### src/verilog/svpio_pkg.sv
package svpio_pkg;

  // ==========================================================
  // command codes and data numbers
  localparam logic [7:0]  CMD_PARAM_WR  = 8'h84;
  localparam logic [7:0]  CMD_DIAG      = 8'h12;
  localparam logic [7:0]  CMD_IO_GATE   = 8'h90;
  localparam logic [7:0]  CMD_FORCE_IN  = 8'h92;
  localparam logic [7:0]  DN_IN_STAT    = 8'h40;
  localparam logic [7:0]  DN_OUT_STAT   = 8'hC0;
  localparam logic [7:0]  DN_IN_DIS     = 8'h00;
  localparam logic [7:0]  DN_OUT_DIS    = 8'h03;
  localparam logic [7:0]  DN_IN_EN      = 8'h10;
  localparam logic [7:0]  DN_OUT_EN     = 8'h13;
  localparam logic [7:0]  DN_FORCE_IN   = 8'h00;
  localparam logic [7:0]  DN_PARAM_LAST = 8'h31;
  localparam logic [15:0] IO_KEY        = 16'h1EA5;

  // ==========================================================
  // frame and reply characters
  localparam logic [7:0]  CH_ACK        = 8'h06;
  localparam logic [7:0]  CH_NAK        = 8'h15;
  localparam logic [3:0]  HDR_CHARS     = 4'h4;
  localparam logic [3:0]  LEN_KEY       = 4'h4;
  localparam logic [3:0]  LEN_WORD      = 4'h8;
  localparam logic [3:0]  FRAME_MAX     = 4'hC;

  // ==========================================================
  // parameters, pins and bitmap layout
  localparam int          NUM_PARAMS    = 50;
  localparam int          NUM_DIN       = 9;
  localparam int          NUM_DOUT      = 7;
  localparam int          NUM_SYNC      = 13;
  localparam logic [3:0]  DP_MAX        = 4'h5;
  localparam int          DP_MSB        = 27;
  localparam logic [49:0] HEX_PARAMS    = 50'h0;
  localparam logic [23:0] PARAM_VAL_MAX = 24'h7FFFFF;
  localparam logic [16:0] WR_LIMIT      = 17'h186A0;
  localparam logic [31:0] FORCE_RST     = 32'h0000_0000;
  localparam logic [7:0]  FORCE_MASK    = 8'hEF;
  localparam int          FRC_FWD_LIM   = 1;
  localparam int          FRC_REV_LIM   = 2;

  typedef enum logic [2:0] {
    K_PARAM_WR = 3'h0,
    K_READ_IN  = 3'h1,
    K_READ_OUT = 3'h2,
    K_IN_DIS   = 3'h3,
    K_IN_EN    = 3'h4,
    K_OUT_DIS  = 3'h5,
    K_OUT_EN   = 3'h6,
    K_FORCE_IN = 3'h7
  } svpio_kind_t;

  // ascii hex character to {valid, nibble}
  function automatic logic [4:0] hex_to_nib(input logic [7:0] ch);
    if (ch >= 8'h30 && ch <= 8'h39) begin
      hex_to_nib = {1'b1, ch[3:0]};
    end else if (ch >= 8'h41 && ch <= 8'h46) begin
      hex_to_nib = {1'b1, ch[3:0] + 4'h9};
    end else begin
      hex_to_nib = 5'h00;
    end
  endfunction

  // nibble to upper-case ascii hex character
  function automatic logic [7:0] nib_to_hex(input logic [3:0] n);
    nib_to_hex = (n < 4'hA) ? {4'h3, n} : {4'h4, n - 4'h9};
  endfunction

endpackage

### src/verilog/svpio_link_if.sv
`timescale 1ns/1ps
// character link: master frames on m_*, device replies on s_*
interface svpio_link_if;
  logic [7:0] m_char;
  logic       m_valid;
  logic       m_last;
  logic [7:0] s_char;
  logic       s_valid;
  logic       s_last;

  modport dev (input m_char, input m_valid, input m_last,
               output s_char, output s_valid, output s_last);
  modport mst (output m_char, output m_valid, output m_last,
               input s_char, input s_valid, input s_last);
endinterface

### src/verilog/svpio_dev.sv
`timescale 1ns/1ps
// How it works
// command 84 writes set data into parameter
// data number hex equals parameter number
// decimal parameter without point position refused
// hex-handled parameter sends point position zero
// master caps writes per parameter at limit
// master sends only values within range
// master confirms the write outcome
// command 12/40 returns input pin bitmap
// input bits 0..8 follow pin on/off
// bitmaps leave as hex characters
// command 12/C0 returns output pin bitmap
// output bits 0..6, one means on
// input group disable ignores pin levels
// disabled inputs read off, 0V, no pulses
// stop and stroke limits always follow pins; forced word bits 1 and 2 also set the stroke limits
// command 90 key disables/enables input group
// command 90 key disables/enables output group
// command 92/00 word drives internal inputs
// master forces inputs only after disabling inputs
// forced word bit layout, bit 4 unused
// every frame answers ack or data; a refused or unknown frame gets nak instead
// point position n marks n-th digit
// unassigned bitmap bits read zero, ignored
// wrong key leaves group states unchanged
module svpio_dev
  import svpio_pkg::*;
(
  input  wire logic               clock,
  input  wire logic               nrst,
  svpio_link_if.dev               link,
  input  wire logic [8:0]         din_pins,
  input  wire logic               emergency_stop_pin,
  input  wire logic               fwd_limit_pin,
  input  wire logic               rev_limit_pin,
  input  wire logic               pulse_pin,
  input  wire logic [11:0]        analog_in,
  input  wire logic [6:0]         dout_req,
  input  wire logic [5:0]         param_sel,
  output logic                    servo_enable_input,
  output logic                    forward_stroke_limit,
  output logic                    reverse_stroke_limit,
  output logic                    torque_limit_select,
  output logic                    proportional_control,
  output logic                    fault_clear_input,
  output logic                    error_clear_input,
  output logic                    emergency_stop_input,
  output logic [11:0]             analog_eff,
  output logic                    pulse_eff,
  output logic [6:0]              dout_pins,
  output logic                    in_disabled,
  output logic                    out_disabled,
  output logic [31:0]             param_q
);
  import svpio_pkg::*;

  typedef enum logic [1:0] {
    ST_RX   = 2'b00,
    ST_EXEC = 2'b01,
    ST_TX   = 2'b10
  } svpio_dst_t;

  svpio_dst_t                     st_r;
  logic       [NUM_SYNC-1:0]      pins_s;
  logic       [8:0]               din_s;
  logic       [15:0]              hdr_r;
  logic       [31:0]              data_r;
  logic       [3:0]               cnt_r;
  logic       [3:0]               dlen_r;
  logic                           bad_r;
  logic       [4:0]               dec;
  logic       [31:0]              force_r;
  logic       [31:0]              param_r [NUM_PARAMS];
  logic       [31:0]              tx_word_r;
  logic       [3:0]               tx_left_r;
  logic                           tx_data_r;
  logic                           tx_ok_r;
  logic       [7:0]               cmd;
  logic       [7:0]               dnum;
  logic                           key_ok;
  logic                           pw_ok;

  // ==========================================================
  // pin synchronisers
  svpio_sync #(.W(NUM_SYNC)) u_sync (
    .clock (clock),
    .nrst  (nrst),
    .d     ({pulse_pin, rev_limit_pin, fwd_limit_pin, emergency_stop_pin, din_pins}),
    .q     (pins_s)
  );
  assign din_s = pins_s[8:0];

  // ==========================================================
  // frame reception and decode
  assign dec    = hex_to_nib(link.m_char);
  assign cmd    = hdr_r[15:8];
  assign dnum   = hdr_r[7:0];
  // the key must be the whole four-character data field
  assign key_ok = !bad_r && dlen_r == LEN_KEY && data_r[15:0] == IO_KEY;
  // decimal parameters need a point position, hex ones do not
  assign pw_ok  = !bad_r && dlen_r == LEN_WORD && dnum <= DN_PARAM_LAST
                  && data_r[DP_MSB -: 4] <= DP_MAX
                  && (HEX_PARAMS[dnum[5:0]] || data_r[DP_MSB -: 4] != 4'h0);

  // state sequencing: receive, execute one cycle, transmit
  always_ff @(posedge clock or negedge nrst) begin
    if (!nrst) begin
      st_r <= ST_RX;
    end else begin
      case (st_r)
        ST_RX:   st_r <= (link.m_valid && link.m_last) ? ST_EXEC : ST_RX;
        ST_EXEC: st_r <= ST_TX;
        ST_TX:   st_r <= (tx_left_r == 4'h1) ? ST_RX : ST_TX;
        default: st_r <= ST_RX;
      endcase
    end
  end

  // header nibbles first, then data nibbles msb first
  always_ff @(posedge clock or negedge nrst) begin
    if (!nrst) begin
      hdr_r  <= 16'h0000;
      data_r <= 32'h0000_0000;
      cnt_r  <= 4'h0;
      dlen_r <= 4'h0;
      bad_r  <= 1'b0;
    end else if (st_r == ST_RX && link.m_valid) begin
      if (cnt_r < HDR_CHARS) begin
        hdr_r <= {hdr_r[11:0], dec[3:0]};
      end else begin
        data_r <= {data_r[27:0], dec[3:0]};
        dlen_r <= (dlen_r < FRAME_MAX) ? dlen_r + 4'h1 : dlen_r;
      end
      // bad character or overlong frame poisons the frame
      bad_r <= bad_r | !dec[4] | (cnt_r == FRAME_MAX);
      cnt_r <= link.m_last ? 4'h0 : ((cnt_r < FRAME_MAX) ? cnt_r + 4'h1 : cnt_r);
    end else if (st_r == ST_TX) begin
      dlen_r <= 4'h0;
      bad_r  <= 1'b0;
    end
  end

  // ==========================================================
  // command execution: group gates and forced inputs
  always_ff @(posedge clock or negedge nrst) begin
    if (!nrst) begin
      in_disabled  <= 1'b0;
      out_disabled <= 1'b0;
    end else if (st_r == ST_EXEC && cmd == CMD_IO_GATE && key_ok) begin
      case (dnum)
        DN_IN_DIS:  in_disabled  <= 1'b1;
        DN_IN_EN:   in_disabled  <= 1'b0;
        DN_OUT_DIS: out_disabled <= 1'b1;
        DN_OUT_EN:  out_disabled <= 1'b0;
        default:    in_disabled  <= in_disabled;
      endcase
    end
  end

  // only the defined signal bits are kept
  always_ff @(posedge clock or negedge nrst) begin
    if (!nrst) begin
      force_r <= FORCE_RST;
    end else if (st_r == ST_EXEC && cmd == CMD_FORCE_IN && dnum == DN_FORCE_IN
                 && !bad_r && dlen_r == LEN_WORD) begin
      force_r <= {24'h000000, data_r[7:0] & FORCE_MASK};
    end
  end

  // parameter store; reset clears it, no retention model here
  always_ff @(posedge clock or negedge nrst) begin
    if (!nrst) begin
      for (int i = 0; i < NUM_PARAMS; i++) begin
        param_r[i] <= 32'h0000_0000;
      end
    end else if (st_r == ST_EXEC && cmd == CMD_PARAM_WR && pw_ok) begin
      param_r[dnum[5:0]] <= data_r;
    end
  end

  always_ff @(posedge clock or negedge nrst) begin
    if (!nrst) begin
      param_q <= 32'h0000_0000;
    end else begin
      param_q <= (param_sel < 6'(NUM_PARAMS)) ? param_r[param_sel] : 32'h0000_0000;
    end
  end

  // ==========================================================
  // reply: one ack/nak char, or eight hex chars of a bitmap
  always_ff @(posedge clock or negedge nrst) begin
    if (!nrst) begin
      tx_word_r <= 32'h0000_0000;
      tx_left_r <= 4'h0;
      tx_data_r <= 1'b0;
      tx_ok_r   <= 1'b0;
    end else if (st_r == ST_EXEC) begin
      tx_data_r <= 1'b0;
      tx_left_r <= 4'h1;
      tx_word_r <= 32'h0000_0000;
      case (cmd)
        CMD_PARAM_WR: tx_ok_r <= pw_ok;
        CMD_IO_GATE:  tx_ok_r <= key_ok && (dnum == DN_IN_DIS || dnum == DN_IN_EN
                                 || dnum == DN_OUT_DIS || dnum == DN_OUT_EN);
        CMD_FORCE_IN: tx_ok_r <= !bad_r && dlen_r == LEN_WORD && dnum == DN_FORCE_IN;
        CMD_DIAG: begin
          tx_ok_r <= 1'b0;
          if (!bad_r && dnum == DN_IN_STAT) begin
            tx_data_r <= 1'b1;
            tx_left_r <= LEN_WORD;
            tx_word_r <= {23'h000000, din_s};
          end else if (!bad_r && dnum == DN_OUT_STAT) begin
            tx_data_r <= 1'b1;
            tx_left_r <= LEN_WORD;
            tx_word_r <= {25'h0000000, dout_pins};
          end
        end
        default: tx_ok_r <= 1'b0;
      endcase
    end else if (st_r == ST_TX) begin
      tx_word_r <= {tx_word_r[27:0], 4'h0};
      tx_left_r <= tx_left_r - 4'h1;
    end
  end

  always_ff @(posedge clock or negedge nrst) begin
    if (!nrst) begin
      link.s_char  <= 8'h00;
      link.s_valid <= 1'b0;
      link.s_last  <= 1'b0;
    end else begin
      link.s_valid <= (st_r == ST_TX);
      link.s_last  <= (st_r == ST_TX) && (tx_left_r == 4'h1);
      if (st_r == ST_TX) begin
        link.s_char <= tx_data_r ? nib_to_hex(tx_word_r[31:28])
                                 : (tx_ok_r ? CH_ACK : CH_NAK);
      end
    end
  end

  // ==========================================================
  // effective signals seen by the servo logic
  always_ff @(posedge clock or negedge nrst) begin
    if (!nrst) begin
      servo_enable_input   <= 1'b0;
      torque_limit_select  <= 1'b0;
      proportional_control <= 1'b0;
      fault_clear_input    <= 1'b0;
      error_clear_input    <= 1'b0;
      analog_eff           <= 12'h000;
      pulse_eff            <= 1'b0;
    end else begin
      servo_enable_input   <= (din_s[0] & ~in_disabled) | force_r[0];
      torque_limit_select  <= (din_s[3] & ~in_disabled) | force_r[3];
      proportional_control <= (din_s[5] & ~in_disabled) | force_r[5];
      fault_clear_input    <= (din_s[6] & ~in_disabled) | force_r[6];
      error_clear_input    <= (din_s[7] & ~in_disabled) | force_r[7];
      analog_eff           <= in_disabled ? 12'h000 : analog_in;
      pulse_eff            <= pins_s[12] & ~in_disabled;
    end
  end

  // safety inputs bypass the disable gate entirely
  always_ff @(posedge clock or negedge nrst) begin
    if (!nrst) begin
      emergency_stop_input <= 1'b0;
      forward_stroke_limit <= 1'b0;
      reverse_stroke_limit <= 1'b0;
      dout_pins            <= 7'h00;
    end else begin
      emergency_stop_input <= pins_s[9];
      forward_stroke_limit <= pins_s[10] | force_r[FRC_FWD_LIM];
      reverse_stroke_limit <= pins_s[11] | force_r[FRC_REV_LIM];
      dout_pins            <= out_disabled ? 7'h00 : dout_req;
    end
  end
endmodule

### src/verilog/svpio_sync.sv
`timescale 1ns/1ps
// two-stage synchroniser for pin levels
module svpio_sync #(
  parameter int W = 1
) (
  input  wire logic         clock,
  input  wire logic         nrst,
  input  wire logic [W-1:0] d,
  output logic      [W-1:0] q
);
  logic [W-1:0] meta_r;

  // first stage feeds only the second stage
  always_ff @(posedge clock or negedge nrst) begin
    if (!nrst) begin
      meta_r <= '0;
      q      <= '0;
    end else begin
      meta_r <= d;
      q      <= meta_r;
    end
  end
endmodule
### src/flat_wrapper.sv
// flat-port wrapper written by rule: the top's interface ports become plain ports
module svpio_dev_flat import svpio_pkg::*;
  (clock, nrst, din_pins, emergency_stop_pin, fwd_limit_pin, rev_limit_pin, pulse_pin, analog_in, dout_req, param_sel, servo_enable_input, forward_stroke_limit, reverse_stroke_limit, torque_limit_select, proportional_control, fault_clear_input, error_clear_input, emergency_stop_input, analog_eff, pulse_eff, dout_pins, in_disabled, out_disabled, param_q, link_m_char, link_m_valid, link_m_last, link_s_char, link_s_valid, link_s_last);
  svpio_link_if link_i ();
  input  wire logic clock;
  input  wire logic nrst;
  input  wire logic [8:0] din_pins;
  input  wire logic emergency_stop_pin;
  input  wire logic fwd_limit_pin;
  input  wire logic rev_limit_pin;
  input  wire logic pulse_pin;
  input  wire logic [11:0] analog_in;
  input  wire logic [6:0] dout_req;
  input  wire logic [5:0] param_sel;
  output logic servo_enable_input;
  output logic forward_stroke_limit;
  output logic reverse_stroke_limit;
  output logic torque_limit_select;
  output logic proportional_control;
  output logic fault_clear_input;
  output logic error_clear_input;
  output logic emergency_stop_input;
  output logic [11:0] analog_eff;
  output logic pulse_eff;
  output logic [6:0] dout_pins;
  output logic in_disabled;
  output logic out_disabled;
  output logic [31:0] param_q;
  input wire logic [$bits(link_i.m_char)-1:0] link_m_char;
  input wire logic [$bits(link_i.m_valid)-1:0] link_m_valid;
  input wire logic [$bits(link_i.m_last)-1:0] link_m_last;
  output wire logic [$bits(link_i.s_char)-1:0] link_s_char;
  output wire logic [$bits(link_i.s_valid)-1:0] link_s_valid;
  output wire logic [$bits(link_i.s_last)-1:0] link_s_last;
  assign link_i.m_char = link_m_char;
  assign link_i.m_valid = link_m_valid;
  assign link_i.m_last = link_m_last;
  assign link_s_char = link_i.s_char;
  assign link_s_valid = link_i.s_valid;
  assign link_s_last = link_i.s_last;
  svpio_dev u_core (.clock(clock), .nrst(nrst), .link(link_i), .din_pins(din_pins), .emergency_stop_pin(emergency_stop_pin), .fwd_limit_pin(fwd_limit_pin), .rev_limit_pin(rev_limit_pin), .pulse_pin(pulse_pin), .analog_in(analog_in), .dout_req(dout_req), .param_sel(param_sel), .servo_enable_input(servo_enable_input), .forward_stroke_limit(forward_stroke_limit), .reverse_stroke_limit(reverse_stroke_limit), .torque_limit_select(torque_limit_select), .proportional_control(proportional_control), .fault_clear_input(fault_clear_input), .error_clear_input(error_clear_input), .emergency_stop_input(emergency_stop_input), .analog_eff(analog_eff), .pulse_eff(pulse_eff), .dout_pins(dout_pins), .in_disabled(in_disabled), .out_disabled(out_disabled), .param_q(param_q));
endmodule
### config.mk
export PLATFORM = sky130hd
export DESIGN_NAME = svpio_dev_flat
export DESIGN_NICKNAME = d
export VERILOG_FILES = /design/src/verilog/svpio_pkg.sv /design/src/verilog/svpio_link_if.sv /design/src/verilog/svpio_dev.sv /design/src/verilog/svpio_sync.sv /design/src/flat_wrapper.sv
export SDC_FILE = /design/constraint.sdc
export NUM_CORES = 2
export LEC_CHECK = 0
export BUFFER_PORTS_ARGS = -buffer_cell sky130_fd_sc_hd__clkbuf_2
export CAP_MARGIN = 20
export CORE_MARGIN = 1.5
export CORE_UTILIZATION = 50
export CTS_BUF_LIST = sky130_fd_sc_hd__clkbuf_8 sky130_fd_sc_hd__clkbuf_16
export DETAILED_ROUTE_END_ITERATION = 6
export GPL_TIMING_DRIVEN = 0
export MAX_ROUTING_LAYER = met4
export PLACE_DENSITY = 0.73
export SKIP_CTS_REPAIR_TIMING = 1
export SYNTH_ARGS = -nofsm -noshare
export SYNTH_HDL_FRONTEND = slang
export SYNTH_SLANG_ARGS = --single-unit
### constraint.sdc
create_clock -name clock -period 3.3 [get_ports clock]
set_clock_uncertainty 0.2 [all_clocks]
set_input_delay 0.66 -clock clock [delete_from_list [all_inputs] [get_ports clock]]
set_output_delay 0.66 -clock clock [all_outputs]
set_load 0.01 [all_outputs]
==> flow_metrics.py <==
metrics = {
    "run_status": {
        "status": "complete, but fails checks",
        "violations": "DRC, setup timing",
    },
    "placed_design": {
        "placed_cells": 7770,
        "portBuffers": 119,
        "pre_cts_ws_ns": -1.99,
        "place_hpwl_um": 209000,
        "place.gp.congestion": 1.04,
    },
    "worst_setup_path": {
        "ff2ff_path_depth": 5,
        "worst-setup-path-type": "in2reg",
        "cp_data_required_time_ns": 3.71,
        "arrival_ns": 3.94,
        "regToRegEndpoint": "u_core.tx_ok_r",
        "path_cells": "clkbuf_2, clkbuf_2, clkbuf_2, clkbuf_1, buf_6, clkbuf_1, buf_8, a21oi_1, o211ai_1, o31ai_1",
        "crit_path_top_delay_cell": "clkbuf_1",
        "worst-path-buf-inv": 7,
        "crit_fanout": 10,
        "slowest_delay_ns": 0.54,
        "rr_startpoint": "u_core.dlen_r[2]",
        "cpMostUsedCell": "clkbuf_2",
        "start_kind": "primary input",
        "cp_top_family": "buffers and inverters",
        "crit_path_end_kind": "register",
        "r2r_setup_slack_ns": -0.05,
    },
    "global_route": {
        "globalRouteTotalUtil_pct": 37.6,
        "gr-total-overflow": 0,
        "antenna_found_initial": 23,
        "grt_pass1_vias": 53400,
        "grt_pass1_wl_um": 415000,
        "grt_max_degree": 121,
    },
    "timing": {
        "fin_crit_ns": 3.53,
        "tightestPinTransition_ns": 1.36,
        "worst_hold_slack_ns": 0.0557,
        "fmax_ghz": 0.283,
        "setup_viol": 57,
        "setup_ws_ns": -0.228,
        "slew_viol_final": 0,
        "slew_headroom_pct": 9.51,
        "hold_violations": 0,
        "fin_crit_sh_pct": 107,
        "rsz0062_at_grt": "yes",
    },
    "worst_hold_path": {
        "min_from": "link_m_valid",
        "holdPathStages": 3,
        "min_to": "u_core.dlen_r[3]",
        "hold_path_class": "in2reg",
    },
    "cells_and_area": {
        "syn2layout_area_growth_pct": 15.6,
        "fillers": 12600,
        "fin_nets": 5965,
        "instances_no_fill": 8258,
        "drive_gt1_share_pct": 46.3,
    },
    "clocking": {
        "clockBufferDepth": 3,
        "cts_root_buf": "clkbuf_16",
        "h-tree-depth": 4,
        "cts_buffers": 185,
        "insertion_delay_ns": 0.86,
        "clk_pin_slew_ns": 0.06,
        "clock_sinks": 1801,
        "cts_tree": "yes",
    },
    "drt": {
        "ant_nets": 0,
        "vias": 54300,
        "drtIter0Drc": 6642,
        "wl_per_cell_um": 36.5,
        "routed_wl_um": 301000,
        "vias_per_cell": 6.58,
        "drcViolationCount": 7,
        "drtPass1Iterations": 7,
    },
    "floorplanning": {
        "row_count": 147,
        "die_y_um": 405,
        "die_width_um": 405,
        "die-area_um2": 164000,
        "pin_count": 122,
        "core_area_um2": 161000,
        "initial_core_util_pct": 50.4,
    },
    "pwr": {
        "powerDensity_nw_per_um2": 526,
        "vdd_drop_max_mv": 0.449,
        "total_power_mw": 49.2,
        "p_leak_nw": 46.0,
    },
    "yosys": {
        "async_flop_share_pct": 100,
        "ys_seq_area_share_pct": 55.7,
        "synth_area_um2": 81000,
        "ys.flop_type": "dfrtp_1",
        "ys_types": 72,
        "netlist_instances": 5424,
        "yosysWarnings": 0,
        "synth_nets": 5488,
        "synth_seq_cells": 1801,
        "synth_edf_count": 0,
        "syn_area_per_cell_um2": 14.9,
    },
    "flow_run": {
        "max_cap_violations": 0,
    },
}
per-layer routing:
metal	routed length (um)	global-route usage [%]	up-vias
met5	0	-	-
met3	36000	14.1	1012
li1	-	-	21000
met4	22500	23.3	0
met2	129000	52.2	3367
met1	113000	46.5	28900
state kept, by name, indices dropped and copies added (netlist names), 2 cells and up:
name,flops
u_core.tx_word_r,32
u_core.analog_eff,12
u_core.param_q,32
u_core.dlen_r,4
u_core.param_r,1600
u_core.force_r,7
u_core.data_r,32
u_core.link.s_char,7
u_core.st_r,2
u_core.cnt_r,4
u_core.hdr_r,16
u_core.u_sync.q,13
u_core.u_sync.meta_r,13
u_core.tx_left_r,4
u_core.dout_pins,7
worst max path at each step:
stage | cells past startpoint | endpoint | slack, ns | from
floorplan | 8 | u_core.param_q[0] | 0.28 | param_sel[0]
global placement | 1 | u_core.param_r[652] | -42.27 | nrst
detailed placement | 9 | u_core.param_q[24] | -1.99 | param_sel[1]
CTS | 9 | u_core.param_q[24] | -1.10 | param_sel[1]
global route | 8 | u_core.param_r[2] | -0.01 | u_core.st_r[1]
finish | 10 | u_core.param_q[26] | -0.23 | param_sel[3]
cells in the mapped netlist (all sizes together) (2+ instances only):
cell type | count | area share (%)
nand3b | 9 | 0.083
a31o | 20 | 0.22
ha | 14 | 0.22
a31oi | 17 | 0.13
and3 | 4 | 0.031
o31ai | 8 | 0.074
o211ai | 16 | 0.15
mux2i | 261 | 3.2
or4b | 2 | 0.025
and4 | 2 | 0.022
or3b | 3 | 0.032
buf | 254 | 1.8
or3 | 9 | 0.070
inv | 25 | 0.12
o22ai | 19 | 0.15
mux2 | 1631 | 23
a221oi | 42 | 0.45
nand4 | 30 | 0.27
a21o | 6 | 0.056
nand3 | 24 | 0.15
nor4bb | 5 | 0.062
a41oi | 2 | 0.022
dfrtp | 1801 | 56
a211o | 23 | 0.25
a21oi | 68 | 0.42
clkinv | 2 | 0.0093
o21ai | 69 | 0.43
o221ai | 63 | 0.68
nor4 | 19 | 0.45
xnor2 | 2 | 0.022
nand2b | 11 | 0.085
a22oi | 41 | 0.38
nor2b | 88 | 0.68
nor3b | 5 | 0.053
nand2 | 139 | 0.64
nor2 | 50 | 0.23
and2 | 34 | 0.26
or2 | 5 | 0.039
o21bai | 3 | 0.028
a211oi | 28 | 0.27
nor3 | 14 | 0.099
clkbuf | 270 | 1.3
mux4 | 272 | 7.6
power by group:
group | internal (mW) | switching [mW]
combinational | 1.37 | 3.61
clock | 12.3 | 9.21
sequential | 22.5 | 0.314
through the flow:
step | setup TNS, ns | cell area, um^2 | util, %
after floorplan | 0 | 81000 | -
after global placement | - | 84300 | 52.4
after detailed placement | -655.09 | 85600 | 53.3
after CTS | -609.16 | 91900 | 57.1
after global routing | -0.0204 | 93500 | 58.2
final | -2.79 | 93600 | 58.2
layout make-up:
cell class                      instances  area, um^2  area share (%)
Antenna cell                           41         103           0.110
Buffer                                515        2800            2.99
Clock buffer                          240        5420            5.79
Clock inverter                        103         831           0.888
Inverter                               27         101           0.108
Multi-Input combinational cell       3072       33500            35.8
Sequential cell                      1801       45100            48.1
Tap cell                             2160        2700            2.89
Timing Repair Buffer                  299        3060            3.27
logic make-up after synthesis:
logic type	share of synthesized area [%]
muxes	33.7
DFF	55.7
buffers and inverters	3.22
and+or+nand+nor	3.35
AOI/OAI and AO/OA	3.79
adders and majority gates	0.216
xor gates and xnor gates	0.0325
other	0.00463
worst reg2reg max path, stage by stage, from the launching register on:
cell and delay [ns]:
dfrtp_1 0.68, nor4bb_1 0.85, nand4_1 0.47, or4_1 0.69, o21bai_1 0.22, a31oi_1 0.16
layout by cell type (no fill, tap or decap), drive strengths merged, types with 9 or more instances in the layout:
| cell | instances |
|---|---|
| a221oi | 42 |
| a211oi | 28 |
| o221ai | 63 |
| nor4 | 19 |
| diode | 41 |
| o21ai | 69 |
| nor2b | 88 |
| nand4 | 30 |
| o22ai | 19 |
| mux2i | 261 |
| nand2 | 139 |
| a31oi | 17 |
| nor3 | 14 |
| mux4 | 272 |
| a22oi | 41 |
| or3 | 9 |
| nand3b | 9 |
| and2 | 34 |
| dlygate4sd3 | 35 |
| clkinv | 36 |
| bufinv | 9 |
| ha | 14 |
| mux2 | 1631 |
| nor2 | 50 |
| inv | 82 |
| nand3 | 24 |
| dfrtp | 1801 |
| clkbuf | 644 |
| nand2b | 11 |
| buf | 373 |
| a21oi | 68 |
| a31o | 20 |
| o211ai | 16 |
| a211o | 23 |
(Power assumes the default switching activity.)
